**config.mk**
```make
export PLATFORM = sky130hd
export DESIGN_NAME = adc_slot_select_result_bank
export DESIGN_NICKNAME = d
export VERILOG_FILES = /design/src/adc_slot_pkg.sv /design/src/adc_slot_select_result_bank.sv /design/src/slot_stepper.sv
export VERILOG_INCLUDE_DIRS = /design/src
export SDC_FILE = /design/constraint.sdc
export NUM_CORES = 1
export LEC_CHECK = 0
export ABC_AREA = 1
export BUFFER_PORTS_ARGS = -buffer_cell sky130_fd_sc_hd__buf_2
export CAP_MARGIN = 30
export CORE_UTILIZATION = 45
export DETAILED_ROUTE_END_ITERATION = 16
export PLACE_DENSITY = 0.8
export SETUP_SLACK_MARGIN = 0.05
export SYNTH_ARGS = -nofsm -noshare
export SYNTH_HDL_FRONTEND = slang
export SYNTH_SLANG_ARGS = --single-unit
```
**constraint.sdc**
```tcl
create_clock -name clk -period 4.3 [get_ports clk]
set_input_delay 0.215 -clock clk [delete_from_list [all_inputs] [get_ports clk]]
set_output_delay 0.215 -clock clk [all_outputs]
set_load 0.01 [all_outputs]
```
**src/adc_slot_cfg.svh**
```systemverilog
/*
 * Register offsets, field positions, reset values and widths for the
 * converter slot selection and result bank.
 * Assumes inclusion by bare name from the package and design files.
 */
`ifndef ADC_SLOT_CFG_SVH
`define ADC_SLOT_CFG_SVH

`define SLOT_ADDR_W 6
`define SLOT_DATA_W 24
`define SLOT_SEL_A_ADDR 6'h2D
`define SLOT_SEL_B_ADDR 6'h2E
`define SLOT_RES_01_ADDR 6'h2F
`define SLOT_SEL_A_RESET 24'h000000
`define SLOT_SEL_B_RESET 24'h000000
`define SLOT_RES_RESET 10'h000
`define SLOT_COUNT 8
`define SLOT_CHAN_W 4
`define SLOT_TOUCH_W 2
`define SLOT_RES_W 10
`define SLOT_SEL_B_CHAN_LSB 0
`define SLOT_SEL_B_TOUCH_LSB 8
`define SLOT_SEL_A_SLOTS 6
`define SLOT_EVEN_LSB 2
`define SLOT_ODD_LSB 14

`endif

```
**src/adc_slot_pkg.sv**
```systemverilog
/*
 * Shared types for the converter slot selection and result bank.
 * Assumes adc_slot_cfg.svh is on the include path.
 */
`include "adc_slot_cfg.svh"

package adc_slot_pkg;

    typedef enum logic [1:0] {
        TOUCH_DUMMY_DISCHARGE = 2'h0,
        TOUCH_READ_X = 2'h1,
        TOUCH_READ_Y = 2'h2,
        TOUCH_READ_CONTACT = 2'h3
    } touch_action_e;

    typedef enum logic [1:0] {
        SEQ_IDLE = 2'h0,
        SEQ_RUN = 2'h1,
        SEQ_PAUSE = 2'h2
    } seq_state_e;

    typedef logic [`SLOT_CHAN_W-1:0] chan_t;
    typedef logic [`SLOT_RES_W-1:0] result_t;

endpackage : adc_slot_pkg

```
**src/adc_slot_select_result_bank.sv**
```systemverilog
/*
 * Slot selection registers and packed result registers of the converter
 * reading sequencer, with the slot walker that files each result.
 * Assumes a register port driven by the serial control interface on clk,
 * and a converter that answers conv_req with conv_done and conv_data.
 */
`timescale 1ns/1ps
`include "adc_slot_cfg.svh"

module adc_slot_select_result_bank #(
    parameter int SLOTS = `SLOT_COUNT
) (
    input wire logic clk,
    input wire logic rstn,
    input wire logic reg_wr,
    input wire logic reg_rd,
    input wire logic [`SLOT_ADDR_W-1:0] reg_addr,
    input wire logic [`SLOT_DATA_W-1:0] reg_wdata,
    output logic [`SLOT_DATA_W-1:0] reg_rdata,
    output logic reg_hit,
    input wire logic seq_start,
    input wire logic seq_continuous,
    input wire logic sequencer_pause,
    input wire logic [2:0] last_slot_sel,
    output logic seq_busy,
    output logic conv_req,
    output logic [`SLOT_CHAN_W-1:0] conv_channel,
    output logic [`SLOT_TOUCH_W-1:0] conv_touch_action,
    output logic [2:0] conv_slot,
    input wire logic conv_done,
    input wire logic [`SLOT_RES_W-1:0] conv_data,
    output logic [`SLOT_RES_W*SLOTS-1:0] slot_conversion
);

    logic [`SLOT_DATA_W-1:0] sel_a_q;
    logic [`SLOT_DATA_W-1:0] sel_a_d;
    logic [`SLOT_DATA_W-1:0] sel_b_q;
    logic [`SLOT_DATA_W-1:0] sel_b_d;
    adc_slot_pkg::result_t result_q [SLOTS];
    adc_slot_pkg::result_t result_d [SLOTS];
    logic [`SLOT_DATA_W-1:0] rdata_q;
    logic [`SLOT_DATA_W-1:0] rdata_d;
    logic [2:0] slot;
    logic step_busy;
    logic step_req;

    // channel selector of a slot across both selection registers
    function automatic adc_slot_pkg::chan_t chan_of(input logic [2:0] s,
        input logic [`SLOT_DATA_W-1:0] a, input logic [`SLOT_DATA_W-1:0] b);
        adc_slot_pkg::chan_t c;
        if (s < 3'(`SLOT_SEL_A_SLOTS))
        begin
            c = a[s*`SLOT_CHAN_W +: `SLOT_CHAN_W];
        end
        else
        begin
            c = b[`SLOT_SEL_B_CHAN_LSB + (s - 3'(`SLOT_SEL_A_SLOTS))*`SLOT_CHAN_W
                  +: `SLOT_CHAN_W];
        end
        return c;
    endfunction : chan_of

    // pack an even/odd slot pair into one result word
    function automatic logic [`SLOT_DATA_W-1:0] pack_pair(input adc_slot_pkg::result_t ev,
        input adc_slot_pkg::result_t od);
        logic [`SLOT_DATA_W-1:0] w;
        w = '0; // reserved pairs 1:0 and 13:12 read zero
        w[`SLOT_EVEN_LSB +: `SLOT_RES_W] = ev;
        w[`SLOT_ODD_LSB +: `SLOT_RES_W] = od;
        return w;
    endfunction : pack_pair

    // every mapped offset, for the hit flag
    function automatic logic is_mapped(input logic [`SLOT_ADDR_W-1:0] addr);
        logic hit;
        if (addr == `SLOT_SEL_A_ADDR)
        begin
            hit = 1'b1;
        end
        else if (addr == `SLOT_SEL_B_ADDR)
        begin
            hit = 1'b1;
        end
        else if (addr == `SLOT_RES_01_ADDR)
        begin
            hit = 1'b1;
        end
        else
        begin
            hit = 1'b0;
        end
        return hit;
    endfunction : is_mapped

    // touch action field of a slot; the code goes out unchanged
    function automatic adc_slot_pkg::touch_action_e touch_of(input logic [2:0] s,
        input logic [`SLOT_DATA_W-1:0] b);
        return adc_slot_pkg::touch_action_e'(b[`SLOT_SEL_B_TOUCH_LSB + s*`SLOT_TOUCH_W
            +: `SLOT_TOUCH_W]);
    endfunction : touch_of

    slot_stepper #(
        .SLOTS(SLOTS)
    ) u_stepper (
        .clk(clk),
        .rstn(rstn),
        .start(seq_start),
        .continuous(seq_continuous),
        .pause(sequencer_pause),
        .last_slot_sel(last_slot_sel),
        .conv_done(conv_done && step_req),
        .busy(step_busy),
        .conv_req(step_req),
        .slot(slot)
    );

    // selection words are read live by the walker, so a write
    // mid-sequence takes effect on the next cycle, even for the slot in conversion
    always_comb
    begin
        sel_a_d = sel_a_q;
        sel_b_d = sel_b_q;
        if (reg_wr)
        begin
            if (reg_addr == `SLOT_SEL_A_ADDR)
            begin
                sel_a_d = reg_wdata;
            end
            else if (reg_addr == `SLOT_SEL_B_ADDR)
            begin
                sel_b_d = reg_wdata;
            end
        end
    end

    always_comb
    begin
        for (int i = 0; i < SLOTS; i++)
        begin
            result_d[i] = result_q[i];
        end
        // a paused sequencer never files, so reads see a stable pair
        if (conv_done && step_req)
        begin
            result_d[slot] = conv_data;
        end
    end

    // held until the next read so a slow host sees one stable word
    always_comb
    begin
        rdata_d = rdata_q;
        if (reg_rd)
        begin
            if (reg_addr == `SLOT_SEL_A_ADDR)
            begin
                rdata_d = sel_a_q;
            end
            else if (reg_addr == `SLOT_SEL_B_ADDR)
            begin
                rdata_d = sel_b_q;
            end
            else if (reg_addr == `SLOT_RES_01_ADDR)
            begin
                rdata_d = pack_pair(result_q[0], result_q[1]);
            end
            else
            begin
                rdata_d = '0;
            end
        end
    end

    always_ff @(posedge clk or negedge rstn)
    begin
        if (!rstn)
        begin
            sel_a_q <= `SLOT_SEL_A_RESET;
            sel_b_q <= `SLOT_SEL_B_RESET;
            rdata_q <= '0;
            for (int i = 0; i < SLOTS; i++)
            begin
                result_q[i] <= `SLOT_RES_RESET;
            end
        end
        else
        begin
            sel_a_q <= sel_a_d;
            sel_b_q <= sel_b_d;
            rdata_q <= rdata_d;
            for (int i = 0; i < SLOTS; i++)
            begin
                result_q[i] <= result_d[i];
            end
        end
    end

    always_comb
    begin
        for (int i = 0; i < SLOTS; i++)
        begin
            slot_conversion[i*`SLOT_RES_W +: `SLOT_RES_W] = result_q[i];
        end
    end

    assign reg_rdata = rdata_q;
    assign reg_hit = is_mapped(reg_addr);
    assign seq_busy = step_busy;
    assign conv_req = step_req;
    assign conv_slot = slot;
    assign conv_channel = chan_of(slot, sel_a_q, sel_b_q);
    // 00 dummy discharge, 01 X plate, 10 Y plate, 11 contact
    assign conv_touch_action = touch_of(slot, sel_b_q);

endmodule : adc_slot_select_result_bank

```
**src/slot_stepper.sv**
```systemverilog
/*
 * Slot walker: steps a slot index from zero up to and including the last
 * slot, pausing while the pause control is high.
 * Assumes start, pause and conv_done come from logic on the same clock.
 */
`timescale 1ns/1ps
`include "adc_slot_cfg.svh"

module slot_stepper #(
    parameter int SLOTS = `SLOT_COUNT
) (
    input wire logic clk,
    input wire logic rstn,
    input wire logic start,
    input wire logic continuous,
    input wire logic pause,
    input wire logic [2:0] last_slot_sel,
    input wire logic conv_done,
    output logic busy,
    output logic conv_req,
    output logic [2:0] slot
);

    adc_slot_pkg::seq_state_e state_q;
    adc_slot_pkg::seq_state_e state_d;
    logic [2:0] slot_q;
    logic [2:0] slot_d;

    always_comb
    begin
        state_d = state_q;
        slot_d = slot_q;
        case (state_q)
            adc_slot_pkg::SEQ_IDLE:
            begin
                if (start)
                begin
                    slot_d = 3'h0;
                    state_d = pause ? adc_slot_pkg::SEQ_PAUSE : adc_slot_pkg::SEQ_RUN;
                end
            end
            adc_slot_pkg::SEQ_RUN:
            begin
                if (conv_done)
                begin
                    if (slot_q == last_slot_sel)
                    begin
                        slot_d = 3'h0;
                        if (!continuous)
                        begin
                            state_d = adc_slot_pkg::SEQ_IDLE;
                        end
                    end
                    else
                    begin
                        slot_d = slot_q + 3'h1;
                    end
                    if (pause && state_d != adc_slot_pkg::SEQ_IDLE)
                    begin
                        state_d = adc_slot_pkg::SEQ_PAUSE;
                    end
                end
                else if (pause)
                begin
                    state_d = adc_slot_pkg::SEQ_PAUSE;
                end
            end
            adc_slot_pkg::SEQ_PAUSE:
            begin
                if (!pause)
                begin
                    state_d = adc_slot_pkg::SEQ_RUN;
                end
            end
            default:
            begin
                state_d = adc_slot_pkg::SEQ_IDLE;
            end
        endcase
    end

    always_ff @(posedge clk or negedge rstn)
    begin
        if (!rstn)
        begin
            state_q <= adc_slot_pkg::SEQ_IDLE;
            slot_q <= 3'h0;
        end
        else
        begin
            state_q <= state_d;
            slot_q <= slot_d;
        end
    end

    // a pause aborts the outstanding request so results stay frozen
    assign conv_req = (state_q == adc_slot_pkg::SEQ_RUN) && !pause;
    assign busy = (state_q != adc_slot_pkg::SEQ_IDLE);
    assign slot = slot_q;

endmodule : slot_stepper

```
# Word-level counts from Yosys, hierarchy flattened
# Cells that the tools add are included.
[word_totals]
wordCells = 72
out_inout_bits = 116
regBits = 157
in_bits = 51
[op_classes]
n_shift = 3
bitwise_logic = 2
muxes = 25
reduce_logical = 13
magnitude_cmp = 3
n_eq_ne = 10
addsub = 3
[op_table]
columns = ["operator", "n"]
rows = [
  ["bitwise mux 80 bit", 1],
  ["two-way mux 24 bit", 3],
  ["indexed part select 24 x 33 -> 4 bit", 1],
  ["demux 10 bit (select 3 bit)", 1],
  ["indexed part select 24 x 6 -> 2 bit", 1],
  ["indexed part select 24 x 6 -> 4 bit", 1],
  ["two-way mux 2 bit", 10],
  ["== test 6 bit (second input constant)", 3],
  ["two-way mux 10 bit", 1],
  ["two-way mux 3 bit", 3],
  ["AND reduction 3 bit", 3],
  ["case mux 2 bit (3 select lines)", 1],
  ["case mux 3 bit (2 select lines)", 1],
  ["nonzero test 2 bit", 3],
  ["adder 4 x 4 -> 5 bit (first input constant)", 1],
  ["greater-or-equal comparator 4 bit (second input constant)", 1],
  ["logical AND 1 bit", 4],
  ["less-than comparator 4 x 1 -> 1 bit (second input constant)", 1],
  ["two-way mux 4 bit", 1],
  ["!= test 2 bit (second input constant)", 2],
  ["inverter 3 -> 4 bit", 1],
  ["subtractor 3 x 3 -> 4 bit (second input constant)", 1],
  ["adder 3 x 1 -> 3 bit (second input constant)", 1],
  ["== test 3 bit", 1],
  ["10 further kinds", 12],
]

# Depth between registers and ports, before layout
# Gate-level depths: netlist of run 1.
[depth]
ltp_word = 10
mapped_depth = 10
depth_no_buf = 9

# By module
# A second synthesis of run 1 with hierarchy kept.
[unflattened]
hier_cells = 979
hier_area_um2 = 7544.7
[modules_own_cells]
columns = ["module", "cells_per_inst", "seq_area_each_um2", "area_per_inst_um2", "instances"]
rows = [
  ["adc_slot_select_result_bank", 918, 3803.6, 7108.1, 1],
  ["slot_stepper", 61, 125.1, 436.7, 1],
]

# Worst setup path before layout of run 1
# No wires, ideal clock.
[synth_path]
kind = "reg-to-output"
start = "register u_stepper.slot_q[1], in the netlist u_stepper.slot[1]"
end = "output port conv_channel[3]"
path_slack_ns = 2.503
n_path_buf = 1
stages_incl_launch_ff = 9
arrival_ns = 1.582
required_time_ns = 4.085
cell_sequence = "dfrtp_1 > buf_2 > inv_2 > ha_1 > nor2_1 > o211ai_1 > nand3_1 > nand2_1 > inv_1"
[synth_via]
elab_chain_cells = 3
elab_cells_between_ends = 5
classes_between = "add/sub (1); order compare (1); shift (2); mux (1)"
[synth_lines]
columns = ["element", "line", "rtl"]
rows = [
  ["start: declaration", "slot_stepper.sv:26", "logic [2:0] slot_q;"],
  ["start signal: assignment", "slot_stepper.sv:92", "slot_q <= slot_d;"],
  ["subtractor 3 x 3 -> 4 bit", "adc_slot_select_result_bank.sv:57", "c = b[`SLOT_SEL_B_CHAN_LSB + (s - 3'(`SLOT_SEL_A_SLOTS))*`SLOT_CHAN_W"],
  ["indexed part select 24 x 33 -> 4 bit", "adc_slot_select_result_bank.sv:57", ""],
  ["two-way mux 4 bit (*)", "adc_slot_select_result_bank.sv:51", "if (s < 3'(`SLOT_SEL_A_SLOTS))"],
  ["end: declaration", "adc_slot_select_result_bank.sv:27", "output logic [`SLOT_CHAN_W-1:0] conv_channel,"],
]
# Mark *: on every way between the ends. The rest lies on a longest branch, timed or not.

# Final worst setup path of run 1
# Ends and elaborated chain as after synthesis.

==> flow_summary_export.csv, run 1 <==
group,metric,value,unit
run_status,status,"complete, no violations",
worst_setup_path,slowest_stage,"dfrtp_1",
synth,synth_edf_count,0,
synth,postSynthAreaPerCell,8.32,µm²
timing,finalMaxSlewViolations,0,
synth,ys_ff_latch,157,
timing,whs,0.0461,ns
synth,synthXorXnorAreaFrac,0.00123,
synth,synth_most_common_cell,"nand2_1",
power,p_sw_frac,0.327,
worst_setup_path,r2r_start,"u_stepper.slot[1]",
place,portBuffers,166,
die,die_y,128,µm
worst_setup_path,reg2regPathDepth,6,
power,power_density,527,nW/µm²
synth,netlist_instances,856,
timing,fin_ws,1.49,ns
synth,synth.distinct_cells,26,
die,start_util,0.465,
place,dp_hpwl,14900,µm
die,dieArea,16300,µm²
die,num_rows,45,
worst_setup_path,required,4.09,ns
synth,ys_seq_area_frac,0.551,
detailed_routing,totalWireLength,20900,µm
min_path,hp-start,"reg_wdata[8]",
cts,clock_latency,0.43,ns
synth,syn-num-nets,912,
timing,hold_violations,0,
cells_and_area,diodes,0,
place,place_congestion,0.958,
synth,synth_ff_type,"dfrtp_1",
synth,synth_fa_ha_area_frac,0.00878,
detailed_routing,post_drt_wl_per_cell,17.1,µm
detailed_routing,vias,6455,
cells_and_area,drive_gt1_frac,0.218,
worst_setup_path,start_kind,"flop",
grt,grt_start_max_net_pins,60,
grt,first_global_vias,5944,
worst_setup_path,endpoint_kind,"primary output",
min_path,whs_endpoint,"sel_b_q[8]",
cts,cts_sinks,157,
timing,fin_tns_setup,0,ns
cts,cts_tree,"built",
detailed_routing,avgViaCountPerCell,5.27,
synth,synth_top_area_frac,0.551,
synth,async_flop_share,1.00,
timing,rsz0062_at_grt,"false",
cells_and_area,syn_to_final_growth,21.8,%
grt,grt_antenna_before_repair,0,
detailed_routing,firstDrtPassIters,5,
worst_setup_path,critPathArrivalTime,2.60,ns
power,combPwrFrac,0.226,
grt,grt_usage,0.265,
synth,synth_warnings,0,
cts,cts-buffers-inserted,17,
worst_setup_path,worstPathCellList,"inv_2 > ha_1 > nor2_1 > o211ai_1 > nand3_1 > nand2_1 > inv_1 > buf_2",
cts,root_buffer,"clkbuf_16",
die,die_w,128,µm
synth,synth_compound_area_frac,0.176,
cts,cts_buffer_depth,2,
place,dp_slack,1.92,ns
cts,cts-resized-gates,0,
synth,yosysTopAreaCell,"dfrtp_1",
min_path,holdCritPathClass,"in2reg",
synth,netlist_area,7120,µm²
power,p_int,0.00308,W
worst_setup_path,r2r_slack,1.89,ns
cts,path_clk_slew,0.06,ns
power,p_leak,4.55,nW
timing,period_needed,2.81,ns
cts,h-tree-depth,4,
cells_and_area,nNetsFinal,1057,
worst_setup_path,r2r-end,"slot_conversion[62]",
power,p_clk_frac,0.351,
synth,synth_top_family_by_area,"simple AND/OR/NAND/NOR gates",
worst_setup_path,crit_type,"reg2out",
grt,grt_pass1_wl,32700,µm
min_path,hold_depth,3,
worst_setup_path,cp_max_fo,21,
die,coreArea,15300,µm²
timing,fmax,356,MHz
power,seqPwrFrac,0.423,
die,io_pins,167,
synth,synthMuxAreaShare,0,
cts,postCtsHoldBufs,1,
timing,tightestPinTransition,0.978,ns
timing,fin_skew,0.00626,ns
cts,cts_setup_buffers,0,
synth,synth_commonest_cells,"254 x nand2_1, 174 x o21ai_1, 157 x dfrtp_1, 85 x inv_1, 39 x nand3_1",
detailed_routing,drc,0,
power,ir_worst_vdd,292,µV
worst_setup_path,critPathMaxStageDelay,0.78,ns
flow_run,maxCapViolCount,0,
timing,setup_viol,0,
power,switchingPower,0.00150,W
synth,ys_top_cells_by_area,"dfrtp_1 55%, nand2_1 13%, o21ai_1 12%",
detailed_routing,drtIter0Drc,726,
timing,post-route-period-util,0.653,
synth,synthSimpleGateAreaFrac,0.181,
detailed_routing,ant_nets,0,
grt,overflow,0,
timing,slew_headroom,0.347,
[worst max-delay path by stage]
stage	slack, ns	start	end
after floorplan	2.50	u_stepper.slot[1]	conv_channel[3]
after global placement	2.02	reg_addr[3]	sel_b_q[2]
after detailed placement	1.92	reg_addr[1]	sel_b_q[2]
after CTS	1.51	u_stepper.slot[1]	conv_channel[3]
after global routing	1.36	u_stepper.slot[1]	conv_channel[1]
final	1.49	u_stepper.slot[1]	conv_channel[3]
[stage by stage]
stage,utilization,instance area [µm²],cells,total power (W)
5_1_grt,0.567,8680,1225,0.00479
3_3_place_gp,0.524,8020,1191,0.00296
6_report,0.567,8680,1225,0.00458
4_1_cts,0.567,8680,1225,0.00458
2_1_floorplan,-,7120,856,0.00251
3_5_place_dp,0.526,8050,1192,0.00299
[worst max-delay path, delay by kind of cell, from the launching register on]
kind	cells	cell delay [ns]
DFF	1	0.78
adders and majority gates	1	0.44
and+or+nand+nor	3	0.42
buffers and inverters	3	0.39
AOI/OAI and AO/OA	1	0.13
[cells in the final DEF, fill, tap and decap left out, types with 3 or more instances in the layout]
| cell | Yosys | layout |
|---|---|---|
| o21ai_0 | 18 | 18 |
| buf_4 | 0 | 4 |
| inv_2 | 8 | 8 |
| bufinv_16 | 0 | 4 |
| a21oi_1 | 7 | 7 |
| clkbuf_16 | 0 | 17 |
| clkinvlp_4 | 0 | 4 |
| inv_1 | 85 | 85 |
| clkbuf_1 | 11 | 3 |
| nand3_1 | 39 | 39 |
| ha_1 | 5 | 5 |
| nand2_1 | 254 | 254 |
| o21ai_1 | 174 | 174 |
| dfrtp_1 | 157 | 157 |
| nor2_1 | 18 | 18 |
| o211ai_1 | 25 | 25 |
| buf_2 | 31 | 165 |
| o21ai_2 | 4 | 4 |
| nor2_2 | 4 | 4 |
[per-layer routing]
layer | up-vias | wire, µm | track usage
met4 | 0 | 686 | 0.114
met5 | - | 0 | 0
li1 | 3076 | - | -
met3 | 51 | 1590 | 0.0630
met2 | 280 | 9810 | 0.411
met1 | 3048 | 8850 | 0.358
[logic make-up (layout without fill, tap and decap cells)]
| family | count (synthesis) | count (layout) |
|---|---|---|
| AND/OR/NAND/NOR | 321 | 321 |
| AO/OA/AOI/OAI | 233 | 233 |
| flip-flops | 157 | 157 |
| buffers and inverters | 139 | 297 |
| adder cells (fa/ha/maj) | 5 | 5 |
| XOR/XNOR | 1 | 1 |
[area by class of cell]
cell class / instances / area, µm²
clock inverters: 12 / 184
fillers: 1400 / 6640
well taps: 211 / 264
repair buffers: 172 / 905
inverters: 93 / 349
clock buffers: 20 / 437
multi-input cells: 560 / 2610
flip-flops and latches: 157 / 3930
[flip-flops by register name (all words and copies together), names as in the netlist]
name	count
slot_conversion	80
u_stepper.state_q	2
reg_rdata	24
sel_a_q	24
sel_b_q	24
u_stepper.slot	3
[power by group through the flow]
| stage | Clock [W] | Sequential [W] | Combinational (W) |
|---|---|---|---|
| floorplan | 0 | 0.00197 | 0.000539 |
| global placement | 0 | 0.00195 | 0.00101 |
| detailed placement | 0 | 0.00195 | 0.00104 |
| CTS | 0.00161 | 0.00193 | 0.00104 |
| global route | 0.00168 | 0.00196 | 0.00115 |
| finish | 0.00160 | 0.00194 | 0.00104 |
Note: power is estimated with default switching activity, not from simulation.
==> run 2: changes to the inputs <==
- PLACE_DENSITY: 0.8 -> 0.82
- clock period: 4.3 -> 2.35 ns (I/O delays scaled with it)
==> run 2 against run 1 <==
Clock power rose by 74%. Critical path depth stayed put. Clock skew up 0.0015 ns. Final area grew 3.9%. Die area unchanged. Power increased by 82%. Critical path type unchanged. Critical endpoint is now conv_touch_action[1]. Largest power group unchanged. Highest routed layer unchanged.
==> flow_summary_export.csv, run 2 (synthesis results as in run 1) <==
group,metric,value,unit
timing,fmax,448,MHz
timing,post-route-period-util,0.949,
grt,grt_start_max_net_pins,57,
die,die_y,128,µm
cells_and_area,fin_util,0.589,
die,dieArea,16300,µm²
worst_setup_path,start_kind,"flop",
cells_and_area,largest_register_ffs,80,
die,start_util,0.465,
detailed_routing,avgViaCountPerCell,5.32,
worst_setup_path,crit_type,"reg2out",
grt,grt_usage,0.271,
worst_setup_path,required,2.23,ns
power,power_density,923,nW/µm²
timing,finalMaxSlewViolations,0,
grt,top_usage_layer,"met2",
grt,grt_pass1_wl,33300,µm
power,p_leak,4.71,nW
place,portBuffers,166,
worst_setup_path,reg2regPathDepth,6,
cells_and_area,final_common_cell,"nand2_1",
cts,root_buffer,"clkbuf_16",
flow_run,maxCapViolCount,0,
min_path,holdCritPathClass,"in2reg",
cells_and_area,syn_to_final_growth,26.6,%
cts,cts_sinks,157,
cells_and_area,finalNonFillerCells,1261,
min_path,whs_endpoint,"sel_a_q[0]",
grt,grt_antenna_before_repair,0,
cells_and_area,final_cell_mix,"254 x nand2_1, 174 x o21ai_1, 165 x buf_2",
cts,clock_latency,0.43,ns
power,p_clk_frac,0.334,
place,dp_cells,1203,
die,num_rows,45,
timing,tightestPinTransition,0.856,ns
worst_setup_path,cp_max_fo,23,
min_path,hold_depth,3,
timing,fin_skew,0.00771,ns
power,p_int,0.00554,W
die,coreArea,15300,µm²
grt,overflow,0,
timing,period_needed,2.23,ns
run_status,status,"complete, no violations",
timing,rsz0062_at_grt,"true",
detailed_routing,vias,6709,
cts,h-tree-depth,4,
cells_and_area,diodes,0,
timing,whs,0.0130,ns
timing,hold_violations,0,
grt,use_met2,0.423,
cts,cts_buffer_depth,2,
power,p_sw_frac,0.334,
place,place_congestion,0.897,
detailed_routing,drtIter0Drc,633,
power,combPwrFrac,0.246,
grt,grt_util_met1,0.365,
cts,cts-buffers-inserted,17,
worst_setup_path,endpoint_kind,"primary output",
timing,slew_headroom,0.429,
power,switchingPower,0.00278,W
worst_setup_path,r2r_start,"u_stepper.slot[2]",
cts,cts_tree,"built",
power,seqPwrFrac,0.420,
worst_setup_path,r2r_slack,0.47,ns
detailed_routing,firstDrtPassIters,5,
die,die_w,128,µm
place,dp_hpwl,14900,µm
timing,setup_viol,0,
min_path,hp-start,"reg_wdata[0]",
cts,path_clk_slew,0.06,ns
detailed_routing,drc,0,
detailed_routing,post_drt_wl_per_cell,17.0,µm
place,dp_slack,0.297,ns
detailed_routing,ant_nets,0,
grt,grtUsageMet3,0.0522,
detailed_routing,totalWireLength,21500,µm
grt,first_global_vias,6298,
die,io_pins,167,
cells_and_area,nNetsFinal,1094,
power,ir_worst_vdd,545,µV
worst_setup_path,critPathArrivalTime,2.11,ns
timing,fin_ws,0.119,ns
cells_and_area,drive_gt1_frac,0.227,
worst_setup_path,r2r-end,"slot_conversion[62]",
timing,fin_tns_setup,0,ns
-- run 2: power groups by stage --
stage / combinational (W) / clock (W) / sequential, W
floorplan: 0.000986 / 0 / 0.00360
global placement: 0.00195 / 0 / 0.00352
detailed placement: 0.00199 / 0 / 0.00353
CTS: 0.00204 / 0.00279 / 0.00349
global route: 0.00227 / 0.00291 / 0.00354
finish: 0.00205 / 0.00278 / 0.00350
-- run 2: stage by stage --
step	power, W	cell area (µm²)
2_1_floorplan	0.00459	7120
3_3_place_gp	0.00547	8150
3_5_place_dp	0.00552	8150
4_1_cts	0.00831	8990
5_1_grt	0.00871	9020
6_report	0.00833	9020
-- run 2: timing repair --
action,in CTS,in global routing
hold buffers,25,0
setup buffers,0,2
endpoints found under the setup margin,4,5
cloned,0,0
hold endpoints to repair,102,0
gates resized for setup,2,3
-- run 2: metal layers --
metal | routed length [µm] | vias up
li1 | - | 3160
met1 | 9180 | 3174
met2 | 10100 | 316
met3 | 1470 | 59
met4 | 789 | 0
met5 | 0 | -
-- run 2: worst max-delay path, stage by stage (launching register included) --
cell and delay (ns):
dfrtp_1 0.51, inv_2 0.39, nand2_1 0.16, o21ai_1 0.11, nand2_1 0.08, o21ai_1 0.12, nand2_1 0.07, nand3_1 0.10
buf_2 0.15
-- run 2: how the worst max path moves through the flow --
stage / to / start / cells past startpoint / slack [ns]
after floorplan: conv_channel[3] / u_stepper.slot[1] / 8 / 0.65
after global placement: slot_conversion[63] / u_stepper.slot[2] / 6 / 0.44
after detailed placement: slot_conversion[62] / u_stepper.slot[2] / 6 / 0.30
after CTS: conv_channel[3] / u_stepper.slot[2] / 8 / 0.08
after global routing: conv_touch_action[1] / u_stepper.slot[0] / 8 / 0.004
final: conv_touch_action[1] / u_stepper.slot[0] / 8 / 0.12
-- run 2: area by class of cell --
cell class	count	area, µm²
Multi-Input combinational cell	560	2620
Fill cell	1384	6290
Clock inverter	11	135
Sequential cell	157	3930
Clock buffer	20	457
Inverter	93	352
Tap cell	211	264
Timing Repair Buffer	209	1260
==> run 3: changes to the inputs <==
- PLACE_DENSITY: 0.82 -> 0.8
- clock period: 2.35 -> 2.84 ns (I/O delays scaled with it)
==> run 3 against run 2 <==
Critical path depth unchanged. Critical endpoint is now conv_channel[3]. Core utilization decreased by 0.70 points. Power decreased by 17%. Sequential cell count unchanged. Wire length decreased by 3.6%. Register-to-register slack improved by 0.18 ns. Worst setup slack improved by 0.20 ns. Clock skew about the same. Combinational power decreased by 21%. Non-clock buffer count decreased by 13. Via count decreased by 2.4%.
==> flow_summary_export.csv, run 3 (synthesis results as in run 1) <==
group,metric,value,unit
run_status,status,"complete, no violations",
die,die_y,128,µm
worst_setup_path,cp_max_fo,14,
worst_setup_path,r2r_slack,0.65,ns
cells_and_area,syn_to_final_growth,25.1,%
place,place_congestion,0.920,
detailed_routing,post_drt_wl_per_cell,16.6,µm
worst_setup_path,endpoint_kind,"primary output",
cells_and_area,nNetsFinal,1081,
cts,h-tree-depth,4,
timing,setup_viol,0,
worst_setup_path,critPathArrivalTime,2.38,ns
power,p_leak,4.67,nW
worst_setup_path,crit_family,"flip-flops",
timing,period_needed,2.52,ns
grt,first_global_vias,6065,
grt,grt_start_max_net_pins,76,
worst_setup_path,crit_buf_inv,3,
timing,rsz0062_at_grt,"false",
timing,whs,0.00428,ns
worst_setup_path,start_kind,"flop",
cts,cts_sinks,157,
cts,root_buffer,"clkbuf_16",
timing,hold_violations,0,
detailed_routing,totalWireLength,20700,µm
cts,path_clk_slew,0.06,ns
die,die_w,128,µm
grt,grt_usage,0.266,
detailed_routing,avgViaCountPerCell,5.24,
cts,cts-buffers-inserted,17,
die,coreArea,15300,µm²
cts,cts_buffer_depth,2,
place,dp_hpwl,14600,µm
cts,cts_setup_buffers,0,
die,num_rows,45,
detailed_routing,drc,0,
worst_setup_path,crit_start,"u_stepper.slot[1]",
grt,grt_antenna_before_repair,0,
min_path,holdCritPathClass,"in2reg",
worst_setup_path,r2r_start,"u_stepper.slot[1]",
worst_setup_path,slowest_stage,"dfrtp_1",
worst_setup_path,r2r-end,"slot_conversion[64]",
worst_setup_path,worstPathCellList,"inv_2 > ha_1 > nor2_1 > o211ai_1 > nand3_1 > nand2_1 > inv_1 > buf_2",
power,ir_worst_vdd,414,µV
cts,clock_latency,0.43,ns
worst_setup_path,critPathCapture,"conv_channel[3]",
grt,grt_pass1_wl,32800,µm
worst_setup_path,critPathMaxStageDelay,0.62,ns
die,dieArea,16300,µm²
detailed_routing,vias,6549,
worst_setup_path,required,2.70,ns
cells_and_area,drive_gt1_frac,0.221,
cells_and_area,largest_register_ffs,80,
detailed_routing,drtIter0Drc,647,
cells_and_area,final_common_cell,"nand2_1",
flow_run,maxCapViolCount,0,
worst_setup_path,reg2regPathDepth,6,
cells_and_area,fin_util,0.582,
cells_and_area,diodes,0,
cts,cts-resized-gates,0,
timing,tightestPinTransition,0.802,ns
timing,post-route-period-util,0.889,
detailed_routing,firstDrtPassIters,5,
timing,finalMaxSlewViolations,0,
grt,overflow,0,
detailed_routing,ant_nets,0,
timing,fmax,396,MHz
cells_and_area,final_cell_mix,"254 x nand2_1, 174 x o21ai_1, 165 x buf_2",
power,power_density,778,nW/µm²
timing,slew_headroom,0.465,
cts,postCtsHoldBufs,20,
worst_setup_path,cp.depth,8,
min_path,hold_depth,3,
die,io_pins,167,
timing,fin_tns_setup,0,ns
worst_setup_path,crit_type,"reg2out",
timing,fin_skew,0.00748,ns
die,start_util,0.465,
cts,cts_tree,"built",
place,portBuffers,166,
==> run 3: cell type report <==
cell class / instances / area, µm²
Clock inverter: 11 / 153
Inverter: 93 / 349
Sequential cell: 157 / 3930
Tap cell: 211 / 264
Timing Repair Buffer: 196 / 1120
Fill cell: 1338 / 6400
Multi-Input combinational cell: 560 / 2610
Clock buffer: 21 / 480
==> run 3: layer usage <==
layer,track usage,up-vias,part of all wire
li1,-,3131,-
met1,0.373,3098,0.43
met2,0.398,279,0.46
met3,0.0568,41,0.071
met4,0.121,0,0.034
met5,0,-,0
==> run 3: power breakdown <==
| group | switching (W) | internal [W] |
|---|---|---|
| sequential | 0.000317 | 0.00260 |
| clock | 0.000925 | 0.00149 |
| combinational | 0.000999 | 0.000607 |
==> run 3: worst reg2reg max path, delay by kind of cell (launching register included) <==
family	cells	cell delay [ns]
AO/OA/AOI/OAI	1	0.10
buffers and inverters	1	0.13
flip-flops	1	0.62
adder cells (fa/ha/maj)	1	0.27
AND/OR/NAND/NOR	3	0.95
==> run 3: per-stage QoR <==
step | std cells | total power [W] | setup WS (ns) | instance area (µm²)
after detailed placement | 1197 | 0.00452 | 0.708 | 8080
after global routing | 1249 | 0.00729 | 0.202 | 8910
after global placement | 1197 | 0.00449 | 0.824 | 8080
final | 1249 | 0.00694 | 0.315 | 8910
after floorplan | 856 | 0.00379 | 1.12 | 7120
after CTS | 1249 | 0.00695 | 0.313 | 8910
==> run 3: worst min path at each step <==
stage,end,slack [ns],from
3_3_place_gp,slot_conversion[74],0.20,rstn
3_5_place_dp,slot_conversion[75],0.21,rstn
2_1_floorplan,reg_rdata[0],-0.15,rstn
5_1_grt,sel_b_q[1],0.02,reg_wdata[1]
6_report,sel_a_q[5],0.004,reg_wdata[5]
4_1_cts,sel_a_q[16],0.00004,reg_wdata[16]
